### src/vpw_link_regs.vh
// vpw link controller constants: timing in microseconds, scaled to interface clock periods by CLK_MHZ
// assumes a 125 MHz mclk; each count is time_us * 125 cycles
`ifndef VPW_LINK_REGS_VH
`define VPW_LINK_REGS_VH

`define CLK_MHZ 125
// nominal symbol times in microseconds
`define T_SHORT_US 64
`define T_LONG_US 128
`define T_SOF_US 200
`define T_EOF_US 280
`define T_IFS_US 300
`define T_BRK_US 240
// receive tolerance band edges in microseconds
`define P_A_US 34
`define P_B_US 96
`define P_C_US 163
`define P_D_US 239
`define P_EOF_US 280
`define P_IFS_US 300
`define A_A_US 34
`define A_B_US 96
`define A_C_US 163
`define A_D_US 239
`define A_E_US 240
// late-join window for a transmit write, in clock periods
`define JOIN_WIN 104
// counter width
`define CNT_W 16
`define CNT_MAX 16'hFFFF
// symbol codes from the classifier
`define SYM_NONE 4'h0
`define SYM_BIT0 4'h1
`define SYM_BIT1 4'h2
`define SYM_SOF 4'h3
`define SYM_EOD 4'h4
`define SYM_EOF 4'h5
`define SYM_IFS 4'h6
`define SYM_IDLE 4'h7
`define SYM_BRK 4'h8
`define SYM_INV 4'h9

`endif

### src/vpw_link_controller.v
// link_controller receive classifier, arbitration and shift paths
// assumes bus_receive_input synchronous to mclk, high = active bus level
`timescale 1ns/100ps
`include "vpw_link_regs.vh"

// Functional notes
// - time each received symbol in whole interface clock periods
// - classification windows touch: each upper limit equals next lower limit, except active fourth to break threshold
// - passive interval shorter than first threshold is an invalid bit
// - passive between first and second is 0, second and third is 1
// - passive between third and fourth thresholds is end of data
// - next rising edge inside end-of-frame window gives end of frame
// - next rising edge in later window gives end of frame plus separation
// - pending transmit after end of frame starts on any rising edge
// - no rising edge before final passive threshold means idle bus
// - active below first is invalid, then logic 1, then logic 0
// - active between third and fourth thresholds is start of frame
// - active beyond break threshold is a break symbol
// - transmit request during another message waits for end of frame or idle bus
// - arbitrate bit by bit from first bit after start of frame
// - write within 104 periods of rising edge joins that frame
// - later write waits for end of frame or idle bus
// - logic 0 dominant, logic 1 recessive
// - recessive sent but dominant seen: lose and release bus at once
// - any mismatch halts transmit except on last bit of byte
// - mismatch on last bit appends up to two logic 1 bits
// - second appended 1 dropped if first appended bit loses
// - received bits assemble in shift register, byte handed in parallel
// - transmit shift register loads in parallel, bits out serially
// - nominal bits 64 or 128 us by level and value
// - start of frame 200 us active, end of data 200 us passive
// - end of frame 280 us, separation to 300 us, longer is idle
// - break is active at least 240 us
module vpw_link_controller #(
    parameter JOIN = `JOIN_WIN,
    parameter SOF_CNT = `T_SOF_US * `CLK_MHZ,
    parameter SHORT_CNT = `T_SHORT_US * `CLK_MHZ,
    parameter LONG_CNT = `T_LONG_US * `CLK_MHZ
) (
    input wire mclk,
    input wire rst,
    input wire bus_receive_input,
    input wire data_port_write,
    input wire [7:0] transmit_receive_data_port,
    input wire tx_last,
    output reg bus_drive,
    output reg [7:0] rx_byte,
    output reg rx_byte_stb,
    output reg [3:0] rx_symbol,
    output reg rx_symbol_stb,
    output reg symbol_error,
    output reg arb_lost,
    output reg tx_busy,
    output reg tx_byte_taken,
    output reg bus_idle
);
    localparam S_IDLE = 6'b000001;
    localparam S_WAIT = 6'b000010;
    localparam S_SOF = 6'b000100;
    localparam S_BIT = 6'b001000;
    localparam S_PAD = 6'b010000;
    localparam S_EOD = 6'b100000;

    wire [3:0] sym;
    wire sym_stb;
    wire rise_stb;
    wire [`CNT_W-1:0] count;
    wire level;
    wire [7:0] rx_shift_data;
    wire [7:0] tx_shift_data;
    wire tx_msb;

    reg [5:0] state;
    reg [7:0] hold;
    reg hold_full;
    reg [2:0] rx_bits;
    reg [2:0] tx_bits;
    reg tx_load;
    reg tx_shift;
    reg rx_shift;
    reg rx_bit_val;
    reg cur_bit;
    reg [`CNT_W-1:0] drive_cnt;
    reg [1:0] pad_left;
    reg in_frame;
    reg eof_ok;
    reg ifs_done;
    reg join_ok;
    reg [7:0] join_cnt;
    reg more;

    vpw_symbol_classifier u_class (
        .mclk(mclk),
        .rst(rst),
        .rx(bus_receive_input),
        .sym(sym),
        .sym_stb(sym_stb),
        .rise_stb(rise_stb),
        .count(count),
        .level(level)
    );

    vpw_shift_byte #(.W(8)) u_rx_shift (
        .mclk(mclk),
        .rst(rst),
        .load(1'b0),
        .load_data(8'h00),
        .shift(rx_shift),
        .shift_in(rx_bit_val),
        .data(rx_shift_data),
        .msb()
    );

    vpw_shift_byte #(.W(8)) u_tx_shift (
        .mclk(mclk),
        .rst(rst),
        .load(tx_load),
        .load_data(hold),
        .shift(tx_shift),
        .shift_in(1'b1),
        .data(tx_shift_data),
        .msb(tx_msb)
    );

    // drive length of one symbol; level alternates so width encodes value
    function [`CNT_W-1:0] bit_len;
        input b;
        input lvl;
        begin
            if (b ^ lvl)
                bit_len = LONG_CNT[`CNT_W-1:0];
            else
                bit_len = SHORT_CNT[`CNT_W-1:0];
        end
    endfunction

    wire is_data;
    assign is_data = sym_stb && (sym == `SYM_BIT0 || sym == `SYM_BIT1);

    // ******************************************
    // receive path
    // ******************************************
    always @(posedge mclk or posedge rst) begin
        if (rst) begin
            rx_bits <= 3'h0;
            rx_shift <= 1'b0;
            rx_bit_val <= 1'b0;
            rx_byte <= 8'h00;
            rx_byte_stb <= 1'b0;
            rx_symbol <= `SYM_NONE;
            rx_symbol_stb <= 1'b0;
            symbol_error <= 1'b0;
            in_frame <= 1'b0;
            eof_ok <= 1'b0;
            ifs_done <= 1'b1;
            bus_idle <= 1'b1;
            join_cnt <= 8'hFF;
        end else begin
            rx_shift <= 1'b0;
            rx_byte_stb <= 1'b0;
            rx_symbol_stb <= sym_stb;
            symbol_error <= 1'b0;
            if (sym_stb)
                rx_symbol <= sym;
            if (rise_stb)
                join_cnt <= 8'h00;
            else if (join_cnt != 8'hFF)
                join_cnt <= join_cnt + 8'h01;
            if (rx_shift) begin
                rx_bits <= rx_bits + 3'h1;
                if (rx_bits == 3'h7) begin
                    rx_byte <= {rx_shift_data[6:0], rx_bit_val};
                    rx_byte_stb <= 1'b1;
                end
            end
            if (rise_stb)
                bus_idle <= 1'b0;
            if (sym_stb) begin
                if (sym == `SYM_SOF) begin
                    in_frame <= 1'b1;
                    rx_bits <= 3'h0;
                    eof_ok <= 1'b0;
                    ifs_done <= 1'b0;
                    bus_idle <= 1'b0;
                end else if (is_data && in_frame) begin
                    rx_shift <= 1'b1;
                    rx_bit_val <= (sym == `SYM_BIT1);
                end else if (sym == `SYM_INV || sym == `SYM_BRK) begin
                    symbol_error <= in_frame || (sym == `SYM_BRK);
                    in_frame <= 1'b0;
                    bus_idle <= 1'b0;
                end else if (sym == `SYM_EOF) begin
                    eof_ok <= 1'b1;
                    in_frame <= 1'b0;
                end else if (sym == `SYM_IDLE) begin
                    ifs_done <= 1'b1;
                    bus_idle <= 1'b1;
                    eof_ok <= 1'b0;
                end
            end
        end
    end

    // ******************************************
    // transmit and arbitration
    // ******************************************
    wire mismatch;
    assign mismatch = is_data && ((sym == `SYM_BIT1) != cur_bit);

    always @(posedge mclk or posedge rst) begin
        if (rst) begin
            state <= S_IDLE;
            hold <= 8'h00;
            hold_full <= 1'b0;
            join_ok <= 1'b0;
            more <= 1'b0;
            tx_load <= 1'b0;
            tx_shift <= 1'b0;
            tx_bits <= 3'h0;
            cur_bit <= 1'b1;
            drive_cnt <= 16'h0000;
            pad_left <= 2'h0;
            bus_drive <= 1'b0;
            arb_lost <= 1'b0;
            tx_busy <= 1'b0;
            tx_byte_taken <= 1'b0;
        end else begin
            tx_load <= 1'b0;
            tx_shift <= 1'b0;
            arb_lost <= 1'b0;
            tx_byte_taken <= 1'b0;
            if (data_port_write && !hold_full) begin
                hold <= transmit_receive_data_port;
                hold_full <= 1'b1;
                more <= !tx_last;
                join_ok <= (join_cnt <= JOIN[7:0]) && !in_frame;
            end
            if (drive_cnt != 16'h0000)
                drive_cnt <= drive_cnt - 16'h0001;
            case (state)
                S_IDLE: begin
                    tx_busy <= hold_full;
                    if (hold_full)
                        state <= S_WAIT;
                end
                S_WAIT: begin
                    // start on idle bus, while the bus is active after a write within the join window, or on a rising edge after end of frame
                    if ((bus_idle && !level) || (join_ok && level) ||
                            (eof_ok && rise_stb)) begin
                        bus_drive <= 1'b1;
                        if (level)
                            drive_cnt <= SOF_CNT[`CNT_W-1:0] - count;
                        else
                            drive_cnt <= SOF_CNT[`CNT_W-1:0];
                        state <= S_SOF;
                        tx_load <= 1'b1;
                        hold_full <= 1'b0;
                        tx_byte_taken <= 1'b1;
                        tx_bits <= 3'h0;
                        join_ok <= 1'b0;
                    end
                end
                S_SOF: begin
                    if (drive_cnt == 16'h0001) begin
                        bus_drive <= 1'b0;
                        cur_bit <= tx_msb;
                        drive_cnt <= bit_len(tx_msb, 1'b0);
                        tx_shift <= 1'b1;
                        state <= S_BIT;
                    end
                end
                S_BIT, S_PAD: begin
                    if (mismatch && state == S_PAD) begin
                        bus_drive <= 1'b0;
                        arb_lost <= 1'b1;
                        state <= S_IDLE;
                    end else if (mismatch && tx_bits != 3'h7) begin
                        bus_drive <= 1'b0;
                        arb_lost <= 1'b1;
                        state <= S_IDLE;
                    end else if (sym_stb && sym == `SYM_BRK) begin
                        bus_drive <= 1'b0;
                        state <= S_IDLE;
                    end else if (is_data || drive_cnt == 16'h0001) begin
                        if (mismatch || state == S_PAD) begin
                            if (mismatch)
                                pad_left <= 2'h2;
                            if (mismatch || pad_left != 2'h0) begin
                                pad_left <= mismatch ? 2'h1 : pad_left - 2'h1;
                                cur_bit <= 1'b1;
                                bus_drive <= !bus_drive;
                                drive_cnt <= bit_len(1'b1, !bus_drive);
                                state <= S_PAD;
                            end else begin
                                bus_drive <= 1'b0;
                                state <= S_IDLE;
                            end
                        end else begin
                            tx_bits <= tx_bits + 3'h1;
                            if (tx_bits == 3'h7 && !(more && hold_full)) begin
                                bus_drive <= 1'b0;
                                drive_cnt <= SOF_CNT[`CNT_W-1:0];
                                state <= S_EOD;
                            end else begin
                                if (tx_bits == 3'h7) begin
                                    tx_load <= 1'b1;
                                    hold_full <= 1'b0;
                                    tx_byte_taken <= 1'b1;
                                end else
                                    tx_shift <= 1'b1;
                                cur_bit <= (tx_bits == 3'h7) ? hold[7] : tx_msb;
                                bus_drive <= !bus_drive;
                                drive_cnt <= bit_len((tx_bits == 3'h7) ? hold[7] : tx_msb,
                                    !bus_drive);
                            end
                        end
                    end
                end
                S_EOD: begin
                    if (drive_cnt == 16'h0001)
                        state <= S_IDLE;
                end
                default: state <= S_IDLE;
            endcase
        end
    end
endmodule

### src/vpw_shift_byte.v
// byte shift register, msb first, parallel load and parallel read
// assumes load and shift are never asserted together by the caller
`timescale 1ns/100ps
module vpw_shift_byte #(
    parameter W = 8
) (
    input wire mclk,
    input wire rst,
    input wire load,
    input wire [W-1:0] load_data,
    input wire shift,
    input wire shift_in,
    output reg [W-1:0] data,
    output wire msb
);
    assign msb = data[W-1];

    // ******************************************
    // shift path
    // ******************************************
    always @(posedge mclk or posedge rst) begin
        if (rst)
            data <= {W{1'b0}};
        else if (load)
            data <= load_data;
        else if (shift)
            data <= {data[W-2:0], shift_in};
    end
endmodule

### src/vpw_symbol_classifier.v
// vpw pulse width classifier: times bus levels and reports symbols
// assumes rx is already synchronous to mclk, high = active
`timescale 1ns/100ps
`include "vpw_link_regs.vh"
module vpw_symbol_classifier #(
    parameter P_A = `P_A_US * `CLK_MHZ,
    parameter P_B = `P_B_US * `CLK_MHZ,
    parameter P_C = `P_C_US * `CLK_MHZ,
    parameter P_D = `P_D_US * `CLK_MHZ,
    parameter P_EOF = `P_EOF_US * `CLK_MHZ,
    parameter P_IFS = `P_IFS_US * `CLK_MHZ,
    parameter A_A = `A_A_US * `CLK_MHZ,
    parameter A_B = `A_B_US * `CLK_MHZ,
    parameter A_C = `A_C_US * `CLK_MHZ,
    parameter A_D = `A_D_US * `CLK_MHZ,
    parameter A_E = `A_E_US * `CLK_MHZ
) (
    input wire mclk,
    input wire rst,
    input wire rx,
    output reg [3:0] sym,
    output reg sym_stb,
    output reg rise_stb,
    output reg [`CNT_W-1:0] count,
    output reg level
);
    reg [`CNT_W-1:0] next_count;
    reg eof_seen;
    reg ifs_seen;
    reg idle_seen;
    reg brk_seen;
    wire edge_now;
    assign edge_now = (rx != level);

    // ******************************************
    // width count and classification
    // ******************************************
    always @* begin
        next_count = count;
        if (count != `CNT_MAX)
            next_count = count + 16'h0001;
    end

    always @(posedge mclk or posedge rst) begin
        if (rst) begin
            count <= 16'h0000;
            level <= 1'b0;
            sym <= `SYM_NONE;
            sym_stb <= 1'b0;
            rise_stb <= 1'b0;
            eof_seen <= 1'b0;
            ifs_seen <= 1'b0;
            idle_seen <= 1'b1;
            brk_seen <= 1'b0;
        end else begin
            sym_stb <= 1'b0;
            rise_stb <= 1'b0;
            if (edge_now) begin
                count <= 16'h0001;
                level <= rx;
                rise_stb <= rx;
                eof_seen <= 1'b0;
                ifs_seen <= 1'b0;
                idle_seen <= 1'b0;
                brk_seen <= 1'b0;
                sym_stb <= 1'b1;
                if (rx) begin
                    // passive interval ended
                    if (count < P_A[`CNT_W-1:0])
                        sym <= `SYM_INV;
                    else if (count < P_B[`CNT_W-1:0])
                        sym <= `SYM_BIT0;
                    else if (count < P_C[`CNT_W-1:0])
                        sym <= `SYM_BIT1;
                    else if (count < P_D[`CNT_W-1:0])
                        sym <= `SYM_EOD;
                    else if (count < P_IFS[`CNT_W-1:0])
                        sym <= `SYM_EOF;
                    else
                        sym <= `SYM_IFS;
                end else begin
                    // active interval ended
                    if (count < A_A[`CNT_W-1:0])
                        sym <= `SYM_INV;
                    else if (count < A_B[`CNT_W-1:0])
                        sym <= `SYM_BIT1;
                    else if (count < A_C[`CNT_W-1:0])
                        sym <= `SYM_BIT0;
                    else if (count < A_D[`CNT_W-1:0])
                        sym <= `SYM_SOF;
                    else if (brk_seen)
                        sym <= `SYM_NONE;
                    else
                        sym <= `SYM_INV;
                    if (brk_seen)
                        sym_stb <= 1'b0;
                end
            end else begin
                count <= next_count;
                if (!level && !eof_seen && count == P_EOF[`CNT_W-1:0]) begin
                    eof_seen <= 1'b1;
                    sym <= `SYM_EOF;
                    sym_stb <= 1'b1;
                end
                if (!level && !ifs_seen && count == P_IFS[`CNT_W-1:0]) begin
                    ifs_seen <= 1'b1;
                    idle_seen <= 1'b1;
                    sym <= `SYM_IDLE;
                    sym_stb <= 1'b1;
                end
                if (level && !brk_seen && count == A_E[`CNT_W-1:0]) begin
                    brk_seen <= 1'b1;
                    sym <= `SYM_BRK;
                    sym_stb <= 1'b1;
                end
            end
        end
    end
endmodule
### config.mk
export PLATFORM = sky130hd
export DESIGN_NAME = vpw_link_controller
export DESIGN_NICKNAME = d
export VERILOG_FILES = /design/src/vpw_link_controller.v /design/src/vpw_shift_byte.v /design/src/vpw_symbol_classifier.v
export VERILOG_INCLUDE_DIRS = /design/src
export SDC_FILE = /design/constraint.sdc
export NUM_CORES = 1
export LEC_CHECK = 0
export ABC_CLOCK_PERIOD_IN_PS = 2700
export BUFFER_PORTS_ARGS = -buffer_cell sky130_fd_sc_hd__buf_2
export CELL_PAD_IN_SITES_DETAIL_PLACEMENT = 1
export CELL_PAD_IN_SITES_GLOBAL_PLACEMENT = 2
export CORE_ASPECT_RATIO = 1.75
export CORE_MARGIN = 3
export CORE_UTILIZATION = 40
export CTS_CLUSTER_SIZE = 20
export DETAILED_ROUTE_END_ITERATION = 6
export PLACE_DENSITY = 0.9
export SLEW_MARGIN = 20
export SYNTH_ARGS = -nofsm -noshare
export SYNTH_HDL_FRONTEND = slang
export SYNTH_HIERARCHICAL = 1
export SYNTH_SLANG_ARGS = --single-unit
### constraint.sdc
create_clock -name mclk -period 2.7 [get_ports mclk]
set_input_delay 0.135 -clock mclk [delete_from_list [all_inputs] [get_ports mclk]]
set_output_delay 0.135 -clock mclk [all_outputs]
set_load 0.005 [all_outputs]
==> flow_summary_export.csv <==
group,metric,value,unit
outcome,status,"finished clean",
sta,tightest_slew,668.4,ps
cells_and_area,diodes,0,
route,viasPerCell,5.735,
floorplan,row_count,63,
worst_hold_path,min_from,"bus_receive_input",
clock_network,root_buffer,"clkbuf_16",
worst_hold_path,min_path_cells,3,
sta,period_minus_slack,2516,ps
worst_hold_path,min_to,"u_class/sym_stb",
critical_path,worst_path_largest_cell_delay,550,ps
worst_hold_path,min_path_type,"in2reg",
floorplan,dieArea,19120,um2
pwr,clockPowerShare,30.0,%
pwr,p_per_area,934.4,nW/um2
clock_network,clock-sinks,116,
route,vias,5844,
cells_and_area,nFillCells,1934,
pwr,ir_worst_vdd,0.4350,mV
placement,dp_hpwl,14.86,mm
critical_path,rr_worst_depth,5,
sta,rsz0062_at_grt,"false",
global_route,grt_use_total,22.05,%
pwr,p_leak,3.507,nW
pwr,pwr-share-seq,37.0,%
cells_and_area,synthToLayoutAreaGrowth,16.84,%
sta,min_period_over_period,93.18,%
critical_path,path_cells,"and3b_1 > o21ai_1 > o21ai_0 > a21oi_2 > mux2_1",
synth,synth_area,6975,um2
sta,hold_violations,0,
sta,drv_slew,0,
clock_network,post_cts_buffers,0,
global_route,grt_pass1_wl,33.82,mm
sta,setup_viol,0,
clock_network,clkTransAtPathRegs,60,ps
pwr,sw_frac_of_total,38.26,%
sta,fmax,397.5,MHz
global_route,grt_max_degree,55,
pwr,internal-power,0.004702,W
sta,fin_setup_tns,0,ps
placement,routabilityCongestion,0.8937,
cells_and_area,finalNetCount,805,
route,first_iter_violations,263,
global_route,gr-total-overflow,0,
critical_path,rr_endpoint,"cur_bit",
route,wl_per_cell,19.82,um
placement,port_buffers,32,
critical_path,criticalPathCategory,"reg2reg",
sta,timing.hold.ws,87.27,ps
global_route,grt_pass1_vias,6496,
route,totalWireLength,20.20,mm
cells_and_area,final_cell_area,8150,um2
route,remaining_drc_errors,0,
critical_path,crit_path_max_fanout,12,
critical_path,end_kind,"flip-flop",
placement,place_area,7441,um2
pwr,p_comb_share,33.1,%
critical_path,required,3040,ps
critical_path,r2r_start,"u_class/sym[1]",
critical_path,reg2reg_slack,180,ps
clock_network,cts_max_path_buffers,2,
sta,relSlewSlack,55.14,%
floorplan,pin_count,33,
critical_path,worstSetupStartpointType,"flip-flop",
cells_and_area,drive_above_1_share,20.08,%
clock_network,clk_latency,420,ps
pwr,p_switching,0.002914,W
synth,synth_warnings,6,
sta,final.setup_skew,11.77,ps
floorplan,start_util,40.97,%
placement,pre_cts_ws,254.9,ps
global_route,antenna_found_initial,0,
synth,syn_avg_cell_area,9.715,um2
critical_path,cp.arrival,2850,ps
cells_and_area,fin_util,47.87,%
floorplan,core-area,17030,um2
floorplan,die_h,180.7,um
clock_network,htree_levels,4,
critical_path,cp_slowest_cell,"dfrtp_1",
clock_network,cts_buffers,17,
clock_network,cts_tree,"done",
route,ant_nets,0,
sta,timing.final.ws_setup,184.1,ps
synth,synthCells,718,
route,dr.pass1.iters,4,
run,drv_cap,0,
floorplan,die_x,105.8,um
power by group through the flow:
stage          registers (W)  logic (W)  clock network (W)
3_5_place_dp         0.00284    0.00247                  0
2_1_floorplan        0.00258    0.00192                  0
6_report             0.00281    0.00252            0.00228
5_1_grt              0.00290    0.00280            0.00243
4_1_cts              0.00281    0.00253            0.00232
3_3_place_gp         0.00279    0.00237                  0
placed cells by master, fill, tap and decap left out, drive strengths merged, types with 24 or more instances in the layout:
cell and count:
buf 57, inv 40, dfrtp 105, nand3 24
xnor2 24, nor3 25, nor2 41, o21ai 47
a21oi 28, nand2 67
critical path: cells and delay by family, from the launching register on:
family	cells	cell delay (ps)
muxes	1	360
DFF	1	550
and+or+nand+nor	1	240
AOI/OAI and AO/OA	3	1290
through the flow:
stage / power, W / instances
2_1_floorplan: 0.004494 / 730
3_3_place_gp: 0.005162 / 976
3_5_place_dp: 0.005312 / 976
4_1_cts: 0.007661 / 1019
5_1_grt: 0.008129 / 1019
6_report: 0.007616 / 1019
layer usage:
metal | GRT usage, % | up-vias | wire length [um]
met5 | 0 | - | 0
met4 | 11.31 | 0 | 948
li1 | - | 2712 | -
met3 | 3.325 | 58 | 422
met2 | 42.82 | 124 | 11550
met1 | 22.09 | 2950 | 7277
how the worst max path moves through the flow:
stage                     from           end  slack (ps)  cells past startpoint
5_1_grt        u_class/sym_stb       cur_bit          50                      6
3_5_place_dp    u_class/sym[1]       cur_bit         250                      5
2_1_floorplan     drive_cnt[0]  drive_cnt[6]         400                      9
3_3_place_gp   u_class/sym_stb      state[3]         330                      6
4_1_cts         u_class/sym[1]    tx_bits[2]         220                      6
6_report        u_class/sym[1]       cur_bit         180                      5
registers in the layout, summed over array words and instances (netlist names), 6 cells and up:
name,count
hold,8
u_rx_shift/data,7
u_tx_shift/data,8
rx_byte,8
drive_cnt,16
join_cnt,8
u_class/count,16
state,6
repair_timing:
action,CTS,global route
endpoints found under the setup margin,0,1
hold buffers,11,0
gates resized for setup,0,1
endpoints found under the hold margin,46,0
layout make-up:
class	count	area (um2)	share of cell area, %
sequential	116	2917	35.78
tap	227	284.0	3.485
clock inverter	15	171.4	2.103
timing repair buffer	68	470.5	5.772
clock buffer	17	425.4	5.220
inverter	35	131.4	1.612
multi-input combinational	541	3751	46.02
Note: power is estimated with default switching activity, not from simulation.
